**config.mk**
```make
export PLATFORM = sky130hd
export DESIGN_NAME = fpt_flash_guard
export DESIGN_NICKNAME = d
export VERILOG_FILES = /design/src/include/fpt_pkg.sv /design/src/hdl/fpt_access_check.sv /design/src/hdl/fpt_flash_guard.sv
export VERILOG_INCLUDE_DIRS = /design/src /design/src/include
export SDC_FILE = /design/constraint.sdc
export NUM_CORES = 1
export LEC_CHECK = 0
export ABC_CLOCK_PERIOD_IN_PS = 9600
export BUFFER_PORTS_ARGS = -buffer_cell sky130_fd_sc_hd__buf_2
export CAP_MARGIN = 20
export CELL_PAD_IN_SITES_DETAIL_PLACEMENT = 0
export CELL_PAD_IN_SITES_GLOBAL_PLACEMENT = 1
export CORE_MARGIN = 2
export CORE_UTILIZATION = 40
export DETAILED_ROUTE_END_ITERATION = 12
export GPL_TIMING_DRIVEN = 0
export HOLD_SLACK_MARGIN = 0.15
export PLACE_DENSITY_LB_ADDON = 0.12
export SETUP_SLACK_MARGIN = 0.4
export SYNTH_ARGS = -nofsm -noshare
export SYNTH_HDL_FRONTEND = slang
export SYNTH_SLANG_ARGS = --single-unit
```
**constraint.sdc**
```tcl
create_clock -name clk -period 9.6 [get_ports clk]
set_clock_uncertainty 0.05 [all_clocks]
set_input_delay 0 -clock clk [delete_from_list [all_inputs] [get_ports clk]]
set_output_delay 0 -clock clk [all_outputs]
set_load 0.05 [all_outputs]
```
**src/include/fpt_defines.svh**
```systemverilog
// Offsets, field positions, reset values and timing counts of the flash protect and timing block.
`ifndef FPT_DEFINES_SVH
`define FPT_DEFINES_SVH
`define FPT_ADDR_COMMAND 8'h01
`define FPT_ADDR_PAGE_SECTOR 8'h02
`define FPT_ADDR_TIMING_HIGH 8'h03
`define FPT_ADDR_TIMING_LOW 8'h04
`define FPT_CMD_UNLOCK1 8'h73
`define FPT_CMD_UNLOCK2 8'h8c
`define FPT_CMD_PAGE_ERASE 8'h95
`define FPT_CMD_MASS_ERASE 8'h63
`define FPT_CMD_SECTOR_SELECT 8'h5e
`define FPT_STATE_LOCKED 6'h00
`define FPT_STATE_FIRST 6'h01
`define FPT_STATE_SECOND 6'h02
`define FPT_STATE_UNLOCKED 6'h03
`define FPT_STATE_SECTOR_SEL 6'h04
`define FPT_STATE_PROGRAM 6'h08
`define FPT_STATE_PAGE_ERASE 6'h10
`define FPT_STATE_MASS_ERASE 6'h20
`define FPT_SECTOR_GUARD_RESET 8'h00
`define FPT_PAGE_SELECT_RESET 8'h00
`define FPT_TIMING_RESET 8'h00
`define FPT_INFO_PAGE3_SELECT 8'h83
`define FPT_IFEN_BIT 7
`define FPT_PROGRAM_TIME_US 30
`define FPT_ERASE_TIME_MS 10
`define FPT_INFO_PAGE 2'h3
`endif

```
**src/include/fpt_pkg.sv**
```systemverilog
// Types shared by the flash protect and timing block.
package fpt_pkg;
	typedef enum logic [1:0] {
		FPT_SRC_CPU = 2'h0,
		FPT_SRC_SERIAL = 2'h1,
		FPT_SRC_BYTEPORT = 2'h2
	} fpt_source_t;
	typedef enum logic [1:0] {
		FPT_OP_READ = 2'h0,
		FPT_OP_PROGRAM = 2'h1,
		FPT_OP_PAGE_ERASE = 2'h2,
		FPT_OP_MASS_ERASE = 2'h3
	} fpt_op_t;
	typedef enum logic [2:0] {
		FPT_LOCKED = 3'b000,
		FPT_FIRST = 3'b001,
		FPT_SECOND = 3'b011,
		FPT_UNLOCKED = 3'b010,
		FPT_SECTOR_SEL = 3'b110,
		FPT_BUSY = 3'b100
	} fpt_state_t;
endpackage : fpt_pkg

```
**src/hdl/fpt_access_check.sv**
```systemverilog
// Permission matrix for flash accesses by CPU, serial port and byte programming port.
`timescale 1ns/1ps
`include "fpt_defines.svh"
module fpt_access_check
	import fpt_pkg::*;
#(
	parameter int ADDR_W = 16,
	parameter int SECTORS = 8
) (
	// Request description.
	input wire fpt_source_t source,
	input wire fpt_op_t op,
	input wire logic infoArea,
	input wire logic [ADDR_W-1:0] addr,
	input wire logic [1:0] infoPage,
	// Protection state.
	input wire logic [SECTORS-1:0] sectorGuardBits,
	input wire logic wholeMemoryGuardBit,
	input wire logic lowerHalfGuardBit,
	// Verdict.
	output logic allow
);
	if (ADDR_W < 8 || SECTORS < 1 || SECTORS > 8) begin : g_bad_params
		$error("fpt_access_check: unsupported parameters");
	end
	localparam int SECT_SHIFT = ADDR_W - 3;
	logic [2:0] sector;
	logic upperHalf;
	logic sectorHit;
	logic isWrite;
	assign sector = addr[ADDR_W-1:SECT_SHIFT];
	assign upperHalf = addr[ADDR_W-1];
	assign sectorHit = (32'(sector) < SECTORS) ? sectorGuardBits[sector] : 1'b0;
	assign isWrite = (op == FPT_OP_PROGRAM) || (op == FPT_OP_PAGE_ERASE);
	always_comb begin
		allow = 1'b0;
		case (source)
			FPT_SRC_CPU: begin
				// Option guard bits play no part for the CPU; the sector guard silently drops writes.
				allow = !infoArea && op != FPT_OP_MASS_ERASE && !(isWrite && sectorHit);
			end
			FPT_SRC_SERIAL: begin
				if (infoArea) begin
					allow = infoPage == `FPT_INFO_PAGE && op != FPT_OP_MASS_ERASE &&
						!(isWrite && (!wholeMemoryGuardBit || !lowerHalfGuardBit));
				end else if (op == FPT_OP_MASS_ERASE) begin
					allow = 1'b1;
				end else begin
					// Sector guard bits are ignored on this path.
					allow = wholeMemoryGuardBit && (lowerHalfGuardBit || upperHalf);
				end
			end
			FPT_SRC_BYTEPORT: begin
				if (op == FPT_OP_MASS_ERASE) begin
					allow = 1'b1;
				end else if (infoArea) begin
					allow = infoPage == `FPT_INFO_PAGE &&
						(op == FPT_OP_READ || (wholeMemoryGuardBit && lowerHalfGuardBit));
				end else begin
					allow = wholeMemoryGuardBit && (lowerHalfGuardBit || upperHalf);
				end
			end
			default: begin
				allow = 1'b0;
			end
		endcase
	end
endmodule : fpt_access_check

```
**src/hdl/fpt_flash_guard.sv**
```systemverilog
// Sector guard, timing value, command selection and access qualification of the flash controller.
`timescale 1ns/1ps
`include "fpt_defines.svh"
////////////////////////////////////////////////////////////////////////////////
// How it works
// - Writing 5EH to command register while locked selects the sector guard register.
// - Without that selection, writes at the shared location go to page select.
// - With the sector guard register selected, status reports 000100.
// - Eight guard bits; a set bit blocks CPU program and page erase there.
// - Serial-port program and page erase ignore the sector guard bits.
// - All guard bits reset to 0, unprotected.
// - A set guard bit cannot be cleared by writes, only by power-down.
// - Each bit guards 16 pages; small variant uses only bits 3-0.
// - High and low timing bytes form a 16-bit kHz timing value.
// - Timing value yields about 30 us program and 10 ms erase times.
// - CPU may program, read, page erase main memory only; guard options ignored.
// - Serial port: all main ops; lower-half and whole guards block reads and writes.
// - Serial port info area: page 3 only, no mass erase; guards block writes.
// - Byte port drives array controls directly from registered pin values.
// - CPU clock stops while serial mode and byte port are both active.
// - Byte port may always mass erase; guards clear only after mass erase.
// - Byte port with only lower-half guard low: upper half of main memory only.
// - Byte port info accesses always pass the page check as page 3, whatever the address; guarded page is read-only.
module fpt_flash_guard
	import fpt_pkg::*;
#(
	parameter int ADDR_W = 16,
	parameter int SECTORS = 8,
	parameter logic SMALL_VARIANT = 1'b0,
	parameter int PIN_W = 28
) (
	// Clock, reset and enable.
	input wire logic clk,
	input wire logic rst_n,
	input wire logic clkEn,
	// Register file port from the CPU or serial programming port.
	input wire logic regWrite,
	input wire logic [7:0] regAddr,
	input wire logic [7:0] regWdata,
	input wire fpt_source_t regSource,
	output logic [7:0] regRdata,
	// Flash request from the CPU or serial programming port.
	input wire logic reqValid,
	input wire fpt_op_t reqOp,
	input wire logic [ADDR_W-1:0] reqAddr,
	input wire logic [7:0] reqWdata,
	output logic reqAccept,
	output logic reqDropped,
	// Option guard bits, active low.
	input wire logic wholeMemoryGuardBit,
	input wire logic lowerHalfGuardBit,
	// Serial programming mode and byte port enable.
	input wire logic serialModeActive,
	input wire logic bytePortEnable,
	input wire logic [PIN_W-1:0] bytePortPins,
	output logic cpuClockStop,
	// Flash array control.
	output logic arrayStrobe,
	output fpt_op_t arrayOp,
	output logic [ADDR_W-1:0] arrayAddr,
	output logic [7:0] arrayWdata,
	output logic arrayInfo,
	output logic [15:0] flashTimingValue,
	output logic [15:0] programCycles,
	output logic [23:0] eraseCycles
);
	// Pins carry address, data, info flag, two operation bits and the strobe, so narrower widths cannot work.
	if (PIN_W < ADDR_W + 8 + 4 || ADDR_W < 8) begin : g_bad_pins
		$error("fpt_flash_guard: byte port pins too narrow");
	end

	////////////////////////////////////////////////////////////////////////////////
	// Registers and command state.
	fpt_state_t state, next_state;
	logic [7:0] sectorGuardBits, next_sectorGuardBits;
	logic [7:0] pageSelectReg, next_pageSelectReg;
	logic [7:0] timingHigh, next_timingHigh;
	logic [7:0] timingLow, next_timingLow;
	logic [5:0] busyCode, next_busyCode;
	logic [7:0] usableMask;
	logic [5:0] flashStateReg;

	// The small variant has only four sectors, so the upper guard bits are tied off.
	assign usableMask = SMALL_VARIANT ? 8'h0f : 8'hff;

	always_comb begin
		next_state = state;
		next_sectorGuardBits = sectorGuardBits;
		next_pageSelectReg = pageSelectReg;
		next_timingHigh = timingHigh;
		next_timingLow = timingLow;
		next_busyCode = busyCode;
		if (regWrite) begin
			case (regAddr)
				`FPT_ADDR_COMMAND: begin
					case (state)
						FPT_LOCKED: begin
							if (regWdata == `FPT_CMD_UNLOCK1) begin
								next_state = FPT_FIRST;
							end else if (regWdata == `FPT_CMD_SECTOR_SELECT) begin
								next_state = FPT_SECTOR_SEL;
							end
						end
						FPT_FIRST: begin
							next_state = (regWdata == `FPT_CMD_UNLOCK2) ? FPT_SECOND : FPT_LOCKED;
						end
						FPT_SECOND: begin
							next_state = FPT_UNLOCKED;
						end
						default: begin
							next_state = FPT_LOCKED;
						end
					endcase
				end
				`FPT_ADDR_PAGE_SECTOR: begin
					if (state == FPT_SECTOR_SEL) begin
						// Bits only ever accumulate; a zero write leaves set bits standing.
						next_sectorGuardBits = sectorGuardBits | (regWdata & usableMask);
						next_state = FPT_LOCKED;
					end else begin
						next_pageSelectReg = regWdata;
					end
				end
				`FPT_ADDR_TIMING_HIGH: begin
					next_timingHigh = regWdata;
				end
				`FPT_ADDR_TIMING_LOW: begin
					next_timingLow = regWdata;
				end
				default: begin
				end
			endcase
		end
		if (arrayStrobe) begin
			case (arrayOp)
				FPT_OP_PROGRAM: next_busyCode = `FPT_STATE_PROGRAM;
				FPT_OP_PAGE_ERASE: next_busyCode = `FPT_STATE_PAGE_ERASE;
				FPT_OP_MASS_ERASE: next_busyCode = `FPT_STATE_MASS_ERASE;
				default: next_busyCode = busyCode;
			endcase
		end else if (regWrite && regAddr == `FPT_ADDR_COMMAND) begin
			next_busyCode = 6'h00;
		end
	end

	// Only a power-on reset clears the guard bits.
	always_ff @(posedge clk or negedge rst_n) begin
		if (!rst_n) begin
			state <= FPT_LOCKED;
			sectorGuardBits <= `FPT_SECTOR_GUARD_RESET;
			pageSelectReg <= `FPT_PAGE_SELECT_RESET;
			timingHigh <= `FPT_TIMING_RESET;
			timingLow <= `FPT_TIMING_RESET;
			busyCode <= 6'h00;
		end else if (clkEn) begin
			state <= next_state;
			sectorGuardBits <= next_sectorGuardBits;
			pageSelectReg <= next_pageSelectReg;
			timingHigh <= next_timingHigh;
			timingLow <= next_timingLow;
			busyCode <= next_busyCode;
		end
	end

	////////////////////////////////////////////////////////////////////////////////
	// Status and register reads.
	always_comb begin
		case (state)
			FPT_LOCKED: flashStateReg = (busyCode != 6'h00) ? busyCode : `FPT_STATE_LOCKED;
			FPT_FIRST: flashStateReg = `FPT_STATE_FIRST;
			FPT_SECOND: flashStateReg = `FPT_STATE_SECOND;
			FPT_UNLOCKED: flashStateReg = `FPT_STATE_UNLOCKED;
			FPT_SECTOR_SEL: flashStateReg = `FPT_STATE_SECTOR_SEL;
			default: flashStateReg = `FPT_STATE_LOCKED;
		endcase
	end

	always_comb begin
		case (regAddr)
			`FPT_ADDR_COMMAND: regRdata = {2'b00, flashStateReg};
			`FPT_ADDR_PAGE_SECTOR: regRdata = (state == FPT_SECTOR_SEL) ? sectorGuardBits : pageSelectReg;
			`FPT_ADDR_TIMING_HIGH: regRdata = timingHigh;
			`FPT_ADDR_TIMING_LOW: regRdata = timingLow;
			default: regRdata = 8'h00;
		endcase
	end

	////////////////////////////////////////////////////////////////////////////////
	// Timing: the value holds the clock in kHz, so cycles = kHz * time.
	assign flashTimingValue = {timingHigh, timingLow};
	// 30 us at f kHz is f*30/1000 cycles; 10 ms is f*10 cycles.
	assign programCycles = 16'((32'(flashTimingValue) * `FPT_PROGRAM_TIME_US) / 1000);
	assign eraseCycles = 24'(32'(flashTimingValue) * `FPT_ERASE_TIME_MS);

	////////////////////////////////////////////////////////////////////////////////
	// Byte port pins: three-stage synchroniser, counted once stages two and three agree.
	logic [PIN_W-1:0] pinS1, pinS2, pinS3, pinHeld;
	logic [PIN_W-1:0] next_pinHeld;
	logic bytePortActive;

	assign bytePortActive = serialModeActive && bytePortEnable;
	assign cpuClockStop = bytePortActive;

	always_comb begin
		next_pinHeld = pinHeld;
		if (pinS2 == pinS3) begin
			next_pinHeld = pinS3;
		end
	end

	always_ff @(posedge clk or negedge rst_n) begin
		if (!rst_n) begin
			pinS1 <= '0;
			pinS2 <= '0;
			pinS3 <= '0;
			pinHeld <= '0;
		end else if (clkEn) begin
			pinS1 <= bytePortPins;
			pinS2 <= pinS1;
			pinS3 <= pinS2;
			pinHeld <= next_pinHeld;
		end
	end

	// Pin layout: address, data, info flag, operation, strobe.
	logic bpStrobe, bpInfo;
	fpt_op_t bpOp;
	logic [ADDR_W-1:0] bpAddr;
	logic [7:0] bpData;
	logic bpStrobeLast;
	assign bpAddr = pinHeld[ADDR_W-1:0];
	assign bpData = pinHeld[ADDR_W+7:ADDR_W];
	assign bpInfo = pinHeld[ADDR_W+8];
	assign bpOp = fpt_op_t'(pinHeld[ADDR_W+10:ADDR_W+9]);
	assign bpStrobe = pinHeld[ADDR_W+11];

	always_ff @(posedge clk or negedge rst_n) begin
		if (!rst_n) begin
			bpStrobeLast <= 1'b0;
		end else if (clkEn) begin
			bpStrobeLast <= bpStrobe;
		end
	end

	////////////////////////////////////////////////////////////////////////////////
	// Access qualification.
	fpt_source_t chkSource;
	fpt_op_t chkOp;
	logic chkInfo;
	logic [ADDR_W-1:0] chkAddr;
	logic [7:0] chkData;
	logic chkValid;
	logic allow;
	logic [1:0] infoPage;

	always_comb begin
		if (bytePortActive) begin
			chkSource = FPT_SRC_BYTEPORT;
			chkOp = bpOp;
			chkInfo = bpInfo;
			chkAddr = bpAddr;
			chkData = bpData;
			chkValid = bpStrobe && !bpStrobeLast;
		end else begin
			chkSource = regSource;
			chkOp = reqOp;
			chkInfo = pageSelectReg[`FPT_IFEN_BIT];
			chkAddr = reqAddr;
			chkData = reqWdata;
			chkValid = reqValid;
		end
	end

	assign infoPage = chkInfo && chkSource != FPT_SRC_BYTEPORT ?
		((pageSelectReg == `FPT_INFO_PAGE3_SELECT) ? pageSelectReg[1:0] : 2'h0) : chkAddr[1:0] | 2'h0;

	fpt_access_check #(
		.ADDR_W(ADDR_W),
		.SECTORS(SECTORS)
	) u_check (
		.source(chkSource),
		.op(chkOp),
		.infoArea(chkInfo),
		.addr(chkAddr),
		.infoPage(chkSource == FPT_SRC_BYTEPORT ? `FPT_INFO_PAGE : infoPage),
		.sectorGuardBits(sectorGuardBits[SECTORS-1:0] & usableMask[SECTORS-1:0]),
		.wholeMemoryGuardBit(wholeMemoryGuardBit),
		.lowerHalfGuardBit(lowerHalfGuardBit),
		.allow(allow)
	);

	// CPU requests are refused while its clock is stopped.
	assign reqAccept = reqValid && !bytePortActive && allow;
	assign reqDropped = reqValid && !bytePortActive && !allow;

	always_ff @(posedge clk or negedge rst_n) begin
		if (!rst_n) begin
			arrayStrobe <= 1'b0;
			arrayOp <= FPT_OP_READ;
			arrayAddr <= '0;
			arrayWdata <= 8'h00;
			arrayInfo <= 1'b0;
		end else if (clkEn) begin
			// Byte port values go straight to the array, bypassing the command sequence.
			arrayStrobe <= chkValid && allow;
			arrayOp <= chkOp;
			arrayAddr <= chkAddr;
			arrayWdata <= chkData;
			arrayInfo <= chkInfo;
		end
	end
endmodule : fpt_flash_guard

```
==> flow_metrics.env <==
export IMPL_fin_nets=1874
export IMPL_clk_pin_slew_worst_paths_ns=0.07
export IMPL_worstSetupStartpointType="flip-flop"
export IMPL_routed_wl_mm=38.7
export IMPL_worstMarginPinSlew_ns=0.973
export IMPL_crit_top_cell="buf_4"
export IMPL_firstDrtPassIters=7
export IMPL_gp_congestion=0.848
export IMPL_core_area_mm2=0.0327
export IMPL_async_flop_share_pct=100
export IMPL_numCtsBuffers=17
export IMPL_cap_violations=0
export IMPL_post_route_period_util_pct=105
export IMPL_grt_pass1_wl_mm=62.7
export IMPL_slew_viol_final=0
export IMPL_min_period_ns=10.08
export IMPL_cts_tree="built"
export IMPL_drtIter0Drc=483
export IMPL_r2r_end="pinHeld[8]"
export IMPL_timing_final_hold_violations=0
export IMPL_syn_instance_count=1333
export IMPL_antenna_left=0
export IMPL_nFillCells=2994
export IMPL_drc=0
export IMPL_syn_area_mm2=0.0133
export IMPL_highest_layer="met5"
export IMPL_place_port_buffers=166
export IMPL_avgSynthCellArea_um2=9.99
export IMPL_synth_distinct_cells=111
export IMPL_root_buffer="clkbuf_16"
export IMPL_crit_slowest_cell="fa_1"
export IMPL_wl_met3_mm=1.58
export IMPL_grt_pass1_vias=11700
export IMPL_grt_max_degree=90
export IMPL_worst_hold_path_num_cells=5
export IMPL_cp_end_kind="output port"
export IMPL_hold_class="primary input to flip-flop"
export IMPL_fp_row_count=66
export IMPL_setup_slack_ns=-0.479
export IMPL_place_hpwl_mm=28.3
export IMPL_ys_seq_area_share_pct=33.6
export IMPL_slew_headroom_pct=35.1
export IMPL_finish_instance_area_mm2=0.0181
export IMPL_holdPathEnd="timingHigh[7]"
export IMPL_rsz0062_at_grt="true"
export IMPL_h_tree_depth=4
export IMPL_die_w_um=186
export IMPL_hp_start="clkEn"
export IMPL_arrival_ns=10.03
export IMPL_slowest_delay_ns=0.55
export IMPL_met1Wirelength_mm=16.5
export IMPL_cts_buffer_depth=2
export IMPL_wl_met2_mm=19.9
export IMPL_synth_edf_count=0
export IMPL_vias_per_cell=5.31
export IMPL_yosys_warnings=0
export IMPL_worstPathMaxFanout=8
export IMPL_die_h_um=186
export IMPL_grt_overflow_total=0
export IMPL_fmax_mhz=99.2
export IMPL_via_count=11500
export IMPL_ff2ff_setup_slack_ns=6.86
export IMPL_status="complete, but fails checks"
export IMPL_crit_type="flip-flop to output port"
export IMPL_startpoint="timingLow[4]"
export IMPL_clk_insertion_delay_late_ns=0.43
export IMPL_place_area_mm2=0.0151
export IMPL_ys_flop_type="dfrtp_1"
export IMPL_synth_seq_cells=179
export IMPL_io_pins=176
export IMPL_cp_required_ns=9.55
export IMPL_layout_drive_gt1_share_pct=39.5
export IMPL_r2r_start="pinS3[12]"
export IMPL_antenna_found_initial=4
export IMPL_design_die_area_mm2=0.0348
export IMPL_initial_core_util_pct=40.7
export IMPL_grtUsageTotal_pct=22.2
export IMPL_setup_violations=2
export IMPL_r2r_cells=7
export IMPL_wire_per_inst_um=17.9
export IMPL_failed_checks="setup timing"
export IMPL_area_growth_pct=36.1
export IMPL_cts_sinks=179
-- through the flow --
stage / instances / setup slack [ns] / utilization, % / hold slack, ns / TNS, ns
after floorplan: 1341 / -0.0860 / - / -0.346 / -0.154
after global placement: 1949 / -1.28 / 46.0 / 0.182 / -2.82
after detailed placement: 1952 / -1.26 / 46.2 / 0.00794 / -2.78
after CTS: 2127 / -0.431 / 53.6 / 0.174 / -0.725
after global routing: 2165 / -0.852 / 55.4 / 0.212 / -1.79
final: 2166 / -0.479 / 55.4 / 0.203 / -0.819
-- cell families (layout without fill, tap and decap cells) --
logic type,Yosys count,count (layout),share of synthesized area [%]
AND/OR/NAND/NOR,358,358,13.6
AO/OA/AOI/OAI,313,313,17.8
flip-flops,179,179,33.6
multiplexers,178,178,14.9
buffers and inverters,137,518,4.71
adder cells (fa/ha/maj),86,86,9.74
XOR/XNOR,81,81,5.61
other,1,11,0.0281
-- registers in the layout, indices dropped and copies added, names as in the netlist, 2 cells and up --
name / cells
pinHeld: 28
pinS1: 28
pinS2: 28
pinS3: 28
arrayAddr: 16
arrayWdata: 8
pageSelectReg: 8
sectorGuardBits: 8
timingHigh: 8
timingLow: 8
busyCode: 3
state: 3
arrayOp: 2
-- layout by cell type (no fill, tap or decap), types with 29 or more instances in the layout --
| master | synthesis | layout |
|---|---|---|
| buf_2 | 11 | 165 |
| dfrtp_1 | 179 | 163 |
| mux2_2 | 133 | 133 |
| buf_4 | 13 | 120 |
| nand2_1 | 99 | 93 |
| nor2_1 | 81 | 77 |
| a21oi_1 | 78 | 70 |
| dlygate4sd3_1 | 0 | 69 |
| inv_1 | 70 | 54 |
| ha_1 | 54 | 49 |
| xnor2_1 | 50 | 41 |
| mux2i_1 | 42 | 36 |
| o21ai_0 | 46 | 36 |
| fa_1 | 30 | 29 |
-- critical path, delay by kind of cell, from the launching register on --
kind / cells / cell delay [ns]
AOI/OAI and AO/OA: 18 / 4.27
buffers and inverters: 11 / 1.58
adders and majority gates: 3 / 1.25
and+or+nand+nor: 6 / 1.09
muxes: 3 / 0.71
DFF: 1 / 0.45
xor gates and xnor gates: 1 / 0.23
-- layout make-up --
cell class / count / area (µm²) / area share (%)
well taps: 442 / 553 / 3.05
clock buffers: 18 / 439 / 2.42
flip-flops and latches: 179 / 4510 / 24.9
multi-input cells: 1025 / 9250 / 51.0
clock inverters: 14 / 179 / 0.987
repair buffers: 349 / 2450 / 13.5
inverters: 73 / 320 / 1.77
plain buffers: 64 / 429 / 2.37
diodes: 2 / 5.00 / 0.0276
-- worst max-delay path by stage --
stage,end,slack [ns]
global placement,programCycles[0],-1.28
global route,programCycles[0],-0.85
detailed placement,programCycles[0],-1.26
floorplan,programCycles[0],-0.09
CTS,programCycles[0],-0.43
finish,programCycles[0],-0.48
-- synth_stat cells (8+ instances only) --
master    number  area [µm²]
clkbuf_1      27         101
o21ai_1        8        40.0
nor2b_1       13        81.3
xor2_1        26         228
o21a_1        13        97.6
inv_1         70         263
nor4_1        13        81.3
buf_4         13        97.6
nand2_1       99         372
nor3_1        22         110
xnor2_1       50         438
and3_1        12        75.1
and2_1        14        87.6
mux2_2       133        1500
mux2i_1       42         420
nor2_1        81         304
ha_1          54         676
o21bai_1      13        97.6
nand3_1       33         165
nand4_1       16         100
fa_1          30         601
nand2b_1      10        62.6
a21oi_1       78         390
dfrtp_1      179        4480
buf_2         11        55.1
a21o_1        19         143
and4_1         8        70.1
a31oi_1       14        87.6
o21ai_0       46         230
-- repair_timing --
item,4_1_cts,5_1_grt
hold endpoints to repair,272,0
endpoints found under the setup margin,5,4
buffers inserted,74,37
hold buffers,69,0
resized for setup,112,66
pin swaps,47,30
-- routing by layer --
layer  global-route usage, %  up-vias
li1                        -     5582
met5                       0        -
met4                    5.16        4
met2                    39.8      219
met1                    27.8     5662
met3                    3.67       44
Power is left out: the tool's default activity adds up to more than one toggle a clock period on the data nets, which glitch-free logic cannot reach.
